$ cat config.mk
export PLATFORM = sky130hd
export DESIGN_NAME = float_coprocessor_bus_interface
export DESIGN_NICKNAME = d
export VERILOG_FILES = /design/src/copro_pkg.sv /design/src/cycle_decode.sv /design/src/out_float.sv /design/src/float_coprocessor_bus_interface.sv
export SDC_FILE = /design/constraint.sdc
export NUM_CORES = 1
export LEC_CHECK = 0
export BUFFER_PORTS_ARGS = -buffer_cell sky130_fd_sc_hd__buf_2
export CORE_MARGIN = 10
export CORE_UTILIZATION = 30
export CTS_CLUSTER_DIAMETER = 150
export DETAILED_ROUTE_END_ITERATION = 16
export GPL_ROUTABILITY_DRIVEN = 0
export HOLD_SLACK_MARGIN = 0.1
export PLACE_DENSITY = 0.45
export SLEW_MARGIN = 20
export SYNTH_ARGS = -nofsm -noshare
export SYNTH_HDL_FRONTEND = slang
export SYNTH_SLANG_ARGS = --single-unit
$ cat constraint.sdc
create_clock -name clk -period 4.7 [get_ports clk]
set_input_delay 0.705 -clock clk [delete_from_list [all_inputs] [get_ports clk]]
set_output_delay 0.705 -clock clk [all_outputs]
set_load 0.02 [all_outputs]
$ cat src/copro_pkg.sv
// shared constants for the coprocessor bus interface
package copro_pkg;
  localparam int         DATA_W       = 32;
  localparam int         SEL_W        = 3;
  localparam int         CODE_W       = 4;
  localparam int         NUM_PREG     = 8;
  localparam logic [3:0] CODE_DWRITE  = 4'h1;
  localparam logic [3:0] CODE_AUTOVEC = 4'h2;
  localparam logic [3:0] CODE_DFETCH  = 4'h3;
  localparam logic [3:0] CODE_BCAST   = 4'h5;
  localparam logic [3:0] CODE_SFETCH  = 4'h6;
  localparam logic [3:0] CODE_INTACK  = 4'hB;
  localparam int         EXEC_CYCLES  = 4;
  localparam logic [7:0] EXEC_LAST    = 8'(EXEC_CYCLES - 1);
  localparam logic [7:0] CNT_ZERO     = 8'h00;
  localparam logic [7:0] CNT_ONE      = 8'h01;
  localparam logic [2:0] RESET_CYCLES = 3'h7;
  localparam logic [2:0] RST_ZERO     = 3'h0;
  localparam logic [2:0] RST_ONE      = 3'h1;
  localparam logic [31:0] DATA_ZERO   = 32'h0000_0000;
  localparam int         FAULT_BIT    = 31;
  typedef enum logic [2:0] {
    ST_RESET = 3'b000,
    ST_IDLE  = 3'b001,
    ST_PACK  = 3'b010,
    ST_CACC  = 3'b011,
    ST_EXEC  = 3'b100
  } bus_state_e;
endpackage : copro_pkg

$ cat src/cycle_decode.sv
// access-code decoder for coprocessor bus cycles
module cycle_decode
  import copro_pkg::*;
(
  // cycle description
  input  wire logic [CODE_W-1:0] access_code,
  // decoded kinds
  output logic                   is_bcast,
  output logic                   is_sfetch,
  output logic                   is_dwrite,
  output logic                   is_dfetch,
  output logic                   is_copro
);
  always_comb
  begin
    is_bcast  = (access_code == CODE_BCAST);
    is_sfetch = (access_code == CODE_SFETCH);
    is_dwrite = (access_code == CODE_DWRITE);
    is_dfetch = (access_code == CODE_DFETCH);
    // interrupt acknowledges and other codes fall through as non-coprocessor
    is_copro  = is_bcast | is_sfetch | is_dwrite | is_dfetch;
  end
endmodule : cycle_decode

$ cat src/out_float.sv
// output gating for bus shadow and test float
module out_float
  import copro_pkg::*;
(
  // controls
  input  wire logic              test_float_all,
  input  wire logic              bus_shadow_in,
  // raw enables
  input  wire logic              data_drive,
  input  wire logic              ctl_drive,
  // gated enables
  output logic                   data_oe,
  output logic                   ctl_oe
);
  always_comb
  begin
    data_oe = data_drive & ~bus_shadow_in & ~test_float_all;
    ctl_oe  = ctl_drive & ~test_float_all;
  end
endmodule : out_float

$ cat src/float_coprocessor_bus_interface.sv
// bus interface of the floating-point coprocessor
module float_coprocessor_bus_interface
  import copro_pkg::*;
(
  // clock and reset
  input  wire logic              clk,
  input  wire logic              rstn,
  // phase clocks sampled as ordinary inputs
  input  wire logic              phase_clk_a,
  input  wire logic              phase_clk_b,
  // bus control from host
  input  wire logic              chip_select_n,
  input  wire logic              cycle_begin,
  input  wire logic              bus_ok_in,
  input  wire logic              xfer_strobe_n,
  input  wire logic              read_not_write,
  input  wire logic [CODE_W-1:0] access_code,
  input  wire logic [SEL_W-1:0]  reg_select_addr,
  input  wire logic              bus_shadow_in,
  input  wire logic              test_float_all,
  // data bus
  input  wire logic [DATA_W-1:0] data_in,
  output logic      [DATA_W-1:0] data_out,
  output logic                   data_oe,
  // handshake outputs, all sharing the one enable ctl_oe
  output logic                   xfer_ack_n,
  output logic                   sync_ready_n,
  output logic                   done_n,
  output logic                   fault_n,
  output logic                   ctl_oe,
  // execution side
  input  wire logic              exec_exception,
  output logic                   in_reset
);
  bus_state_e              state;
  bus_state_e              next_state;
  logic [DATA_W-1:0]       preg [NUM_PREG];
  logic [DATA_W-1:0]       operand;
  logic [DATA_W-1:0]       next_operand;
  logic [DATA_W-1:0]       rd_data;
  logic [DATA_W-1:0]       next_rd_data;
  logic [7:0]              exec_cnt;
  logic [7:0]              next_exec_cnt;
  logic [2:0]              rst_cnt;
  logic [2:0]              next_rst_cnt;
  logic                    phase_b_q;
  logic                    cycle_start;
  logic                    busy;
  logic                    next_busy;
  logic                    done_flag;
  logic                    next_done_flag;
  logic                    fault_flag;
  logic                    next_fault_flag;
  logic                    ack;
  logic                    sync_rdy;
  logic                    data_drive;
  logic                    preg_wr;
  logic                    cur_bcast;
  logic                    next_cur_bcast;
  logic                    cur_sfetch;
  logic                    next_cur_sfetch;
  logic                    cur_dwrite;
  logic                    next_cur_dwrite;
  logic                    cur_dfetch;
  logic                    next_cur_dfetch;
  logic                    is_bcast;
  logic                    is_sfetch;
  logic                    is_dwrite;
  logic                    is_dfetch;
  logic                    is_copro;
  logic                    periph_mode;
  logic                    strobe;

  cycle_decode u_decode (
    .access_code (access_code),
    .is_bcast    (is_bcast),
    .is_sfetch   (is_sfetch),
    .is_dwrite   (is_dwrite),
    .is_dfetch   (is_dfetch),
    .is_copro    (is_copro)
  );

  out_float u_float (
    .test_float_all (test_float_all),
    .bus_shadow_in  (bus_shadow_in),
    .data_drive     (data_drive),
    .ctl_drive      (state != ST_RESET),
    .data_oe        (data_oe),
    .ctl_oe         (ctl_oe)
  );

  assign periph_mode = ~chip_select_n;
  assign strobe      = ~xfer_strobe_n;
  // falling edge of the lagging phase clock opens a machine cycle; the
  // leading clock is low there, which rejects a glitch on the lagging one
  assign cycle_start = phase_b_q & ~phase_clk_b & ~phase_clk_a;

  always_ff @(posedge clk or negedge rstn)
  begin
    if (!rstn)
      phase_b_q <= 1'b0;
    else
      phase_b_q <= phase_clk_b;
  end

  always_comb
  begin
    next_state      = state;
    next_operand    = operand;
    next_rd_data    = rd_data;
    next_exec_cnt   = exec_cnt;
    next_rst_cnt    = rst_cnt;
    next_busy       = busy;
    next_done_flag  = done_flag;
    next_fault_flag = fault_flag;
    next_cur_bcast  = cur_bcast;
    next_cur_sfetch = cur_sfetch;
    next_cur_dwrite = cur_dwrite;
    next_cur_dfetch = cur_dfetch;
    ack             = 1'b0;
    sync_rdy        = 1'b0;
    data_drive      = 1'b0;
    preg_wr         = 1'b0;
    unique case (state)
      ST_RESET:
      begin
        // reset routine: clear status and count out a short settle
        next_busy       = 1'b0;
        next_done_flag  = 1'b0;
        next_fault_flag = 1'b0;
        next_rst_cnt    = rst_cnt + RST_ONE;
        if (rst_cnt == RESET_CYCLES)
          next_state = ST_IDLE;
      end
      ST_IDLE:
      begin
        if (periph_mode && strobe)
        begin
          // register select and direction sampled with the strobe
          if (read_not_write)
            next_rd_data = preg[reg_select_addr];
          else
            preg_wr = 1'b1;
          next_state = ST_PACK;
        end
        else if (!periph_mode && cycle_begin && is_copro)
        begin
          // while busy only broadcasts are honoured
          if (!busy || is_bcast)
          begin
            if (is_sfetch)
              next_rd_data = {fault_flag, {(DATA_W-2){1'b0}}, done_flag};
            else if (is_dfetch)
              next_rd_data = operand;
            // the code is only held around the cycle start, so its kind is kept
            next_cur_bcast  = is_bcast;
            next_cur_sfetch = is_sfetch;
            next_cur_dwrite = is_dwrite;
            next_cur_dfetch = is_dfetch;
            next_state = ST_CACC;
          end
        end
      end
      ST_PACK:
      begin
        ack        = 1'b1;
        // rd_data was loaded at take, so the bus holds still all strobe long
        data_drive = read_not_write & strobe;
        if (!strobe)
          next_state = ST_IDLE;
      end
      ST_CACC:
      begin
        data_drive = read_not_write & strobe & (cur_sfetch | cur_dfetch);
        if (cur_bcast || cur_sfetch)
          sync_rdy = 1'b1;
        // only a cycle free of bus exceptions takes effect
        if (bus_ok_in && cycle_start)
        begin
          if (cur_dwrite && strobe)
            next_operand = data_in;
          if (cur_bcast)
          begin
            next_busy       = 1'b1;
            next_done_flag  = 1'b0;
            next_fault_flag = 1'b0;
            next_exec_cnt   = CNT_ZERO;
            next_state      = ST_EXEC;
          end
          else
            next_state = ST_IDLE;
        end
        // host abandoned the cycle after a bus exception
        else if (!cycle_begin && !strobe && !bus_ok_in)
          next_state = ST_IDLE;
      end
      ST_EXEC:
      begin
        // stand-in execution: fixed length, exception latches sticky
        next_exec_cnt = exec_cnt + CNT_ONE;
        if (exec_exception)
          next_fault_flag = 1'b1;
        if (exec_cnt == EXEC_LAST)
        begin
          next_busy      = 1'b0;
          next_done_flag = 1'b1;
          next_state     = ST_IDLE;
        end
      end
      default:
        next_state = ST_RESET;
    endcase
  end

  always_ff @(posedge clk or negedge rstn)
  begin
    if (!rstn)
    begin
      state      <= ST_RESET;
      operand    <= DATA_ZERO;
      rd_data    <= DATA_ZERO;
      exec_cnt   <= CNT_ZERO;
      rst_cnt    <= RST_ZERO;
      busy       <= 1'b0;
      done_flag  <= 1'b0;
      fault_flag <= 1'b0;
      cur_bcast  <= 1'b0;
      cur_sfetch <= 1'b0;
      cur_dwrite <= 1'b0;
      cur_dfetch <= 1'b0;
    end
    else
    begin
      state      <= next_state;
      operand    <= next_operand;
      rd_data    <= next_rd_data;
      exec_cnt   <= next_exec_cnt;
      rst_cnt    <= next_rst_cnt;
      busy       <= next_busy;
      done_flag  <= next_done_flag;
      fault_flag <= next_fault_flag;
      cur_bcast  <= next_cur_bcast;
      cur_sfetch <= next_cur_sfetch;
      cur_dwrite <= next_cur_dwrite;
      cur_dfetch <= next_cur_dfetch;
    end
  end

  // peripheral registers, written only from a selected write strobe
  genvar gi;
  generate
    for (gi = 0; gi < NUM_PREG; gi++)
    begin : g_preg
      logic [DATA_W-1:0] next_val;
      always_comb
      begin
        next_val = preg[gi];
        if (preg_wr && (reg_select_addr == SEL_W'(gi)))
          next_val = data_in;
      end
      always_ff @(posedge clk or negedge rstn)
      begin
        if (!rstn)
          preg[gi] <= DATA_ZERO;
        else
          preg[gi] <= next_val;
      end
    end
  endgenerate

  // status pins come straight from flags; their enable comes from out_float
  always_comb
  begin
    data_out     = rd_data;
    xfer_ack_n   = ~ack;
    sync_ready_n = ~sync_rdy;
    done_n       = ~done_flag;
    fault_n      = ~fault_flag;
    in_reset     = (state == ST_RESET);
  end
endmodule : float_coprocessor_bus_interface

==> metrics.txt, run 1 <==
status finished clean; HPWL Detailed ~24 mm; Worst Skew 0.01067 ns; Rows 82; IO Count 90; Post-Synth Simple-Gate Area 3.923%; clock sink total 342; vias in the first global route 10050; asr flop ratio synth 100.0%; number of register bits inferred by synthesis 342; first-pass GRT wire length 62.94 mm; endpoints failing hold 0; Filler Cell Count ~5000; Mapped Cells 1114; post-synthesis sequential area ratio about 56%; post-route setup TNS 0 ns; vias 9322; Final min period 2.860 ns; post-synth top area share 55.56%; CTS tree yes; I/O Buffers 89; post-synthesis xor/xnor area fraction 0.4548%; commonest non-fill, non-tap cell in the layout dfrtp_1; largest net degree at the start of global routing 109; Pins Over Slew Limit 0; area grow syn2layout 16.25%; stages on the worst setup path 6; Skew-Pair Late Insertion Delay approximately 0.55 ns; Die Area approximately 61000 um2; Top FF cell, synth dfrtp_1; Die Wd 246.6 um; CTS resizes 0; Critical Path RT 5.17 ns; worst r2r path cells 6; critical path's top delay family compound AO/OA/AOI/OAI gates; Crit-path slowest cell o2bb2ai_4; Fmax around 350 MHz; crit path from state[0]$_DFFE_PN0P_; H-tree levels 2; all-layer global routing usage 13.33%; GRT Residual Overflow 0; number of max-cap violations 0; hold buffers post-CTS 0; Cell Area, Placed 16620 um2; Post-CTS Setup Inserts 0; top post-synthesis cells by area dfrtp_1 (56%), mux2_2 (19%), mux2i_1 (7.8%), a22oi_1 (2.9%), mux2_4 (1.9%); clock slew at reported path FFs roughly 0.050 ns; Final ANT Viol Nets 0; reg2reg start state[0]$_DFFE_PN0P_; syn avg cell area 13.83 um2; initial antenna violation count 3; total power draw between 9 and 10 mW; core occupancy in the finished layout 35.48%; maximum vdd drop 0.0002120 V; Ys Warns 0; CTS root buffer clkbuf_16; main combinational cell family by area after synthesis multiplexers; type of origin of the critical path flop; proportion of synthesized area in mux cells 30.29%; CP endpoint kind flop; final worst path period share 60.85%; core area 50480 um2; worst path bufs/invs 1; max_slew headroom 32.30%; Final nets ~1200; Design Area, Final approximately 18000 um2; Post-Synthesis Net Count 1168; die height 246.6 um; DRC 0; Hold WC Path Type primary input to asynchronous set/reset pin; worst-case clock buffer depth 3; share of cells above drive strength 1 39.39%; area share of fa/ha/maj cells after synthesis 0.2437%; most frequent cells in the layout dfrtp_1 (342), mux2_2 (266), mux2i_1 (120); Post-synth EDFFs 0; pwr/cell area 513.9 nW/um2; starting density of the core 30.52%; crit path DAT around 3.3 ns; synthesized area roughly 15000 um2; CP Max Fanout 36; final WL a little over 40 mm; drt pass-1 iters 4; Netlist cell types 51; Slowest Stage Delay on Critical Path 0.81 ns; Initial DRC Count around 420; worst path cell trace or3b_4 -> or3_4 -> o2bb2ai_4 -> buf_12 -> o21ai_0 -> o22ai_1; critical path class flop to flop; Synth Area in Compound Gates 6.928%; Lkg Pwr 8.464 nW; post-DR vias/cell 4.922; RSZ-0062 raised after global routing false; Slew @ Worst Pin 1.012 ns; drt wl/cell about 21 um; Num CTS Buffers 41; largest area contributor in the netlist dfrtp_1; hold slack 0.1961 ns; Final setup viols 0
## metal layers
metal	part of all wire [%]	track usage, %
met2	47	21.47
met3	3.4	2.272
met4	1.7	3.951
met1	48	18.02
met5	0.079	0
## power by group
part | total (mW) | internal (mW) | leakage (nW) | switching (mW)
sequential | 4.21 | 3.78 | 4.50 | 0.431
clock | 3.05 | 1.83 | 0.626 | 1.22
combinational | 1.94 | 1.00 | 3.33 | 0.942
## synthesized netlist by cell type, types with 7 or more instances
cell type / instances
dfrtp_1: 342
mux2_2: 266
mux2i_1: 120
a22oi_1: 60
nor2_1: 50
a21oi_1: 39
a32oi_1: 30
clkbuf_1: 24
mux2_4: 20
nand2_1: 17
buf_1: 16
buf_2: 16
buf_4: 12
o21ai_0: 12
nor2b_1: 10
xor2_1: 8
inv_1: 7
mux2_1: 7
## worst register-to-register path, stage by stage, from the launching register on
cell and delay, ns:
dfrtp_1 0.55, or3b_4 0.47, or3_4 0.42, o2bb2ai_4 0.81, buf_12 0.30, o21ai_0 0.11, o22ai_1 0.12
## state kept, by name (all words and copies together) (netlist names), 3 cells and up
register and flops:
rst_cnt 3, data_out 32, operand 32, state 3, exec_cnt 8, preg 256
## logic make-up (layout without fill, tap and decap cells)
group,count (synthesis),after routing
adder cells (fa/ha/maj),3,3
flip-flops,342,342
AND/OR/NAND/NOR,112,112
buffers and inverters,81,188
AO/OA/AOI/OAI,151,151
XOR/XNOR,8,8
other,0,1
multiplexers,417,417
## layout make-up
class	instances	area (um2)	share of cell area, %
sequential	342	8558	47.79
multi-input combinational	691	6514	36.37
timing repair buffer	112	684.4	3.822
clock inverter	6	61.31	0.3423
inverter	7	26.28	0.1467
tap	672	840.8	4.695
antenna	1	2.502	0.01397
clock buffer	63	1221	6.819
## per-stage QoR
step / cells / worst slack [ns]
final: 1894 / 1.840
after global routing: 1894 / 1.596
after CTS: 1893 / 1.799
after global placement: 1824 / 1.720
after floorplan: 1114 / 2.387
after detailed placement: 1824 / 1.707
## path summary, 6_finish.rpt
path	end	slack, ns
max in group asynchronous	preg[48]$_DFFE_PN0P_	3.46
min	exec_cnt[5]$_DFFE_PN0P_	0.20
min reg2reg	rst_cnt[0]$_DFFE_PN0P_	0.48
max	data_out[0]$_DFFE_PN0P_	1.84
min in group clk	phase_b_q$_DFF_PN0_	0.27
max reg2reg	data_out[0]$_DFFE_PN0P_	1.84
Power figures use the tool's default switching activity.
==> run 2: changes to the inputs <==
- PLACE_DENSITY: 0.45 -> 0.47
- clock period: 4.7 -> 2.35 ns (I/O delays scaled with it)
==> run 2 against run 1 <==
Setup slack lost 1.7 ns. Clock skew grew 0.011 ns. Largest cell class unchanged. Routed wire length grew 0.42%.
==> metrics.txt, run 2 (synthesis gave the netlist of run 1 again) <==
part of the power in registers 45.5%; share of cells above drive strength 1 41.16%; I/O Buffers between 80 and 90; Hold WC Path Type primary input to flop; Slew @ Worst Pin about 0.95 ns; largest net degree at the start of global routing 67; Post-CTS Setup Inserts 0; pwr/cell area 1002 nW/um2; post-DR vias/cell 4.937; final worst path period share 94.53%; Die Area 60810 um2; Fmax 450.2 MHz; GRT Residual Overflow 0; reg2reg start state[1]$_DFFE_PN0P_; starting density of the core 30.52%; Cell Area, Placed about 17000 um2; vias between 9000 and 10000; most frequent cells in the layout dfrtp_1 (342), mux2_2 (266), mux2i_1 (120); Worst R2R End preg[137]$_DFFE_PN0P_; type of origin of the critical path flop; first-pass GRT wire length approximately 63 mm; most flop-heavy register preg; hold path depth 3; CTS tree yes; Final min period around 2.2 ns; Lkg Pwr around 8.7 nW; clock share of power 32.5%; maximum vdd drop 0.0004303 V; endpoints failing hold 0; Largest register FFs 256; CTS root buffer clkbuf_16; initial antenna violation count 3; HPWL Detailed between 20 and 30 mm; clock slew at reported path FFs 0.06 ns; Initial DRC Count 480; CP Max Fanout 7; core area 50480 um2; worst-case clock buffer depth 3; switching power total 5.255 mW; clock sink total 342; final WL 40.44 mm; Final ANT Viol Nets 0; Worst Hold End cur_dfetch$_DFFE_PN0P_; R2R setup slack ~0.20 ns; DRC 0; Die Wd 246.6 um; max_slew headroom 36.37%; area grow syn2layout 19.27%; commonest non-fill, non-tap cell in the layout dfrtp_1; status finished clean; drt wl/cell 20.92 um; Pins Over Slew Limit 0; worst hold start access_code[1]; drt pass-1 iters 4; post-route setup TNS 0 ns; Skew-Pair Late Insertion Delay between 0.5 and 0.6 ns; CP endpoint kind primary output; # diodes 0; Critical Path RT 2.00 ns; Net Sw Frac ~29%; vias in the first global route 10250; Num CTS Buffers 41; Final setup viols 0; IO Count 90; Final nets approximately 1300; Comb pwr share between 20 and 25%; crit path from state[2]$_DFFE_PN0P_; number of max-cap violations 0; all-layer global routing usage 13.39%; Design Area, Final 18370 um2; H-tree levels 2; worst r2r path cells 6; die height 246.6 um; RSZ-0062 raised after global routing false; Rows 82; crit path DAT 1.87 ns; cell internal pwr 13.15 mW; critical path class flop to primary output; Worst Skew 0.02211 ns
==> run 2: cell types whose count changed in the layout (fill, tap and decap cells not counted), sizes merged <==
| cell | before | now |
|---|---|---|
| clkinvlp | 1 | 2 |
| diode | 1 | 0 |
| buf | 112 | 148 |
| clkinv | 3 | 4 |
| dlygate4sd3 | 0 | 3 |
| bufinv | 1 | 0 |
==> run 2: what timing repair did <==
item,4_1_cts,5_1_grt
setup endpoints to repair,2,0
hold endpoints to repair,40,0
hold buffers,3,0
resized for setup,2,0
==> run 2: routing by layer <==
layer,global-route usage (%),part of all wire [%],vias up
met3,2.716,3.8,58
met4,3.500,2.0,4
met1,18.10,48,4977
li1,-,-,4354
met5,0,0.052,-
met2,21.46,46,151
==> run 2: final cells by class <==
class | count | area [um2]
fillers | 4944 | 32100
clock inverters | 7 | 55.05
repair buffers | 151 | 1172
inverters | 7 | 26.28
clock buffers | 63 | 1200
flip-flops and latches | 342 | 8558
well taps | 672 | 840.8
multi-input cells | 691 | 6521
==> run 2: worst max-delay path: stages, from the launching register on <==
cell and delay (ns):
dfrtp_1 0.38, buf_4 0.16, nand2b_1 0.18, nor2_2 0.17, nand3_1 0.12, a21oi_1 0.12
buf_2 0.18
==> run 2: worst max-delay path by stage <==
| stage | end | slack, ns | depth (start not counted) |
|---|---|---|---|
| after CTS | data_oe | 0.08 | 6 |
| after global routing | data_oe | 0.001 | 6 |
| final | data_oe | 0.13 | 6 |
| after detailed placement | preg[137]$_DFFE_PN0P_ | 0.12 | 7 |
| after floorplan | preg[139]$_DFFE_PN0P_ | 0.23 | 7 |
| after global placement | preg[137]$_DFFE_PN0P_ | 0.17 | 7 |
==> run 2: stage by stage <==
step	util, %	instances	hold slack [ns]	total power, mW	worst slack (ns)
6_report	36.40	1933	0.1412	18.41	0.1286
5_1_grt	36.40	1933	0.1370	19.57	0.001221
4_1_cts	36.40	1933	0.1052	18.73	0.07533
3_5_place_dp	33.84	1860	0.3237	12.58	0.1241
3_3_place_gp	33.84	1860	0.3198	12.45	0.1662
2_1_floorplan	-	1114	0.05691	11.18	0.2274
==> run 2: power by group through the flow <==
stage	clock [mW]	combinational, mW	sequential (mW)
4_1_cts	6.21	4.15	8.37
2_1_floorplan	0	2.57	8.61
6_report	5.98	4.06	8.37
3_3_place_gp	0	4.04	8.41
3_5_place_dp	0	4.12	8.46
5_1_grt	6.47	4.52	8.58
==> run 3: changes to the inputs <==
- clock period: 2.35 -> 1.8 ns (I/O delays scaled with it)
==> run 3 against run 2 <==
The run now ends with setup timing left. Largest power group unchanged. Count of clock-buffer cells in the layout decreased by 6. Via count up 6.6%. Clock skew grew 0.0026 ns. Critical path type is now flop to flop. Sequential share of layout area decreased by 6.5 points. Largest cell class unchanged. Final cell count increased by 7.3%. Hold slack lost 0.0099 ns. Critical path depth up 2. Final area increased by 16%. Non-clock buffer count is 137 higher.
==> metrics.txt, run 3 (synthesis gave the netlist of run 1 again) <==
status finished, violations left; failing checks setup timing; Die Wd 246.6 um; HPWL Detailed 26.63 mm; endpoints failing hold 0; Skew-Pair Late Insertion Delay 0.58 ns; Num CTS Buffers 40; drt wl/cell 22.66 um; Critical Path RT 2.24 ns; # diodes 0; CP Max Fanout 6; CTS root buffer clkbuf_16; vias 10170; die height 246.6 um; RSZ-0062 raised after global routing true; Largest register FFs 256; CP endpoint kind flop; post-DR vias/cell 4.904; share of cells above drive strength 1 49.86%; part of the power in registers 42.0%; number of max-cap violations 0; switching power total roughly 7.7 mW; pwr/cell area 1240 nW/um2; Pins Over Slew Limit 0; critical path class flop to flop; type of origin of the critical path flop; most frequent cells in the layout dfrtp_1 (342), mux2_2 (162), mux2_4 (131); first-pass GRT wire length 70.57 mm; commonest non-fill, non-tap cell in the layout dfrtp_1; all-layer global routing usage between 10% and 20%; Final min period around 2.1 ns; Final nets 1424; DRC 0; Worst Skew 0.02474 ns; post-route setup TNS -68.08 ns; Fmax 475.1 MHz; vias in the first global route approximately 11000; Comb pwr share 26.0%; Filler Cell Count about 4700; IO Count 90; final worst path period share 116.9%; Net Sw Frac 29.00%; CTS tree yes; most flop-heavy register preg; area grow syn2layout 38.47%; worst-case clock buffer depth 3; H-tree levels 2; Cell Area, Placed 18100 um2; initial antenna violation count 2; Final ANT Viol Nets 0; Design Area, Final ~21000 um2; GRT Residual Overflow 0; core area approximately 50000 um2; Initial DRC Count 432; drt pass-1 iters 4; crit path DAT between 2 and 3 ns; Die Area 60810 um2; clock share of power 32.0%; cell internal pwr 18.77 mW; clock sink total ~340; maximum vdd drop 0.0006155 V; Rows 82; Final WS setup -0.3050 ns; I/O Buffers between 80 and 90; Hold WC Path Type primary input to flop; starting density of the core 30.52%; Lkg Pwr approximately 10 nW; final WL 46.99 mm; max_slew headroom between 40% and 50%; clock slew at reported path FFs 0.06 ns; Slew @ Worst Pin just under 0.8 ns; largest net degree at the start of global routing 58; Final setup viols 326
[run 3: changes by cell type in the layout (fill, tap and decap cells not counted), sizes merged]
cell and delta:
clkinv +7, bufbuf +1, dlygate4sd3 +33, bufinv +3, buf +97, inv +2, clkinvlp -2
[run 3: final cells by class]
class	instances	area [um2]	area share, %
clock inverter	17	193.9	0.9092
multi-input combinational	691	7321	34.32
tap	672	840.8	3.942
timing repair buffer	288	3216	15.08
inverter	7	26.28	0.1232
sequential	342	8558	40.12
clock buffer	57	1175	5.508
[run 3: power by group through the flow]
stage | Combinational (mW) | Sequential (mW) | Clock, mW
floorplan | 3.76 | 11.3 | 0
global placement | 5.79 | 11.1 | 0
detailed placement | 5.90 | 11.1 | 0
CTS | 6.71 | 11.0 | 8.71
global route | 7.50 | 11.4 | 9.02
finish | 6.88 | 11.1 | 8.47
[run 3: worst paths after layout]
check	cells past startpoint	endpoint	slack, ns	start
max in group asynchronous	3	preg[138]$_DFFE_PN0P_	0.87	rstn
min in group asynchronous	2	preg[255]$_DFFE_PN0P_	0.29	rstn
worst min-delay path	4	state[1]$_DFFE_PN0P_	0.13	phase_clk_a
worst min register to register	1	rst_cnt[0]$_DFFE_PN0P_	0.48	rst_cnt[0]$_DFFE_PN0P_
worst max-delay path	8	preg[40]$_DFFE_PN0P_	-0.31	state[2]$_DFFE_PN0P_
worst max register to register	8	preg[40]$_DFFE_PN0P_	-0.31	state[2]$_DFFE_PN0P_
[run 3: timing repair]
| item | CTS | global route |
|---|---|---|
| hold buffers | 36 | 0 |
| setup buffers | 31 | 13 |
| endpoints found under the setup margin | 291 | 316 |
| pin swaps | 6 | 7 |
| endpoints found under the hold margin | 406 | 0 |
| gates cloned | 19 | 6 |
| resized for setup | 111 | 61 |
[run 3: worst max-delay path: stages (launching register included)]
cell and delay, ns:
dfrtp_1 0.40, or3b_4 0.41, nor2_4 0.12, nand3b_4 0.14, buf_12 0.16, nor2b_4 0.16, buf_6 0.15, buf_12 0.14
mux2_4 0.30
[run 3: layer usage]
layer	GRT usage, %	part of all wire (%)	up-vias
met5	0	0.045	-
met4	4.763	2.5	4
met3	2.554	3.3	64
met2	24.25	47	150
met1	20.75	48	5317
li1	-	-	4635
[run 3: per-stage QoR]
stage                     hold WS [ns]  util (%)  power (mW)  std cells  setup slack, ns
after global placement          0.2942     35.87       16.85       1907          -0.2835
after global routing            0.1366     42.26       27.87       2074          -0.3852
final                           0.1313     42.26       26.44       2074          -0.3050
after CTS                       0.1059     41.77       26.47       2066          -0.3140
after detailed placement        0.2902     35.87       16.98       1907          -0.3038
after floorplan               -0.02559         -       15.03       1114          -0.3226
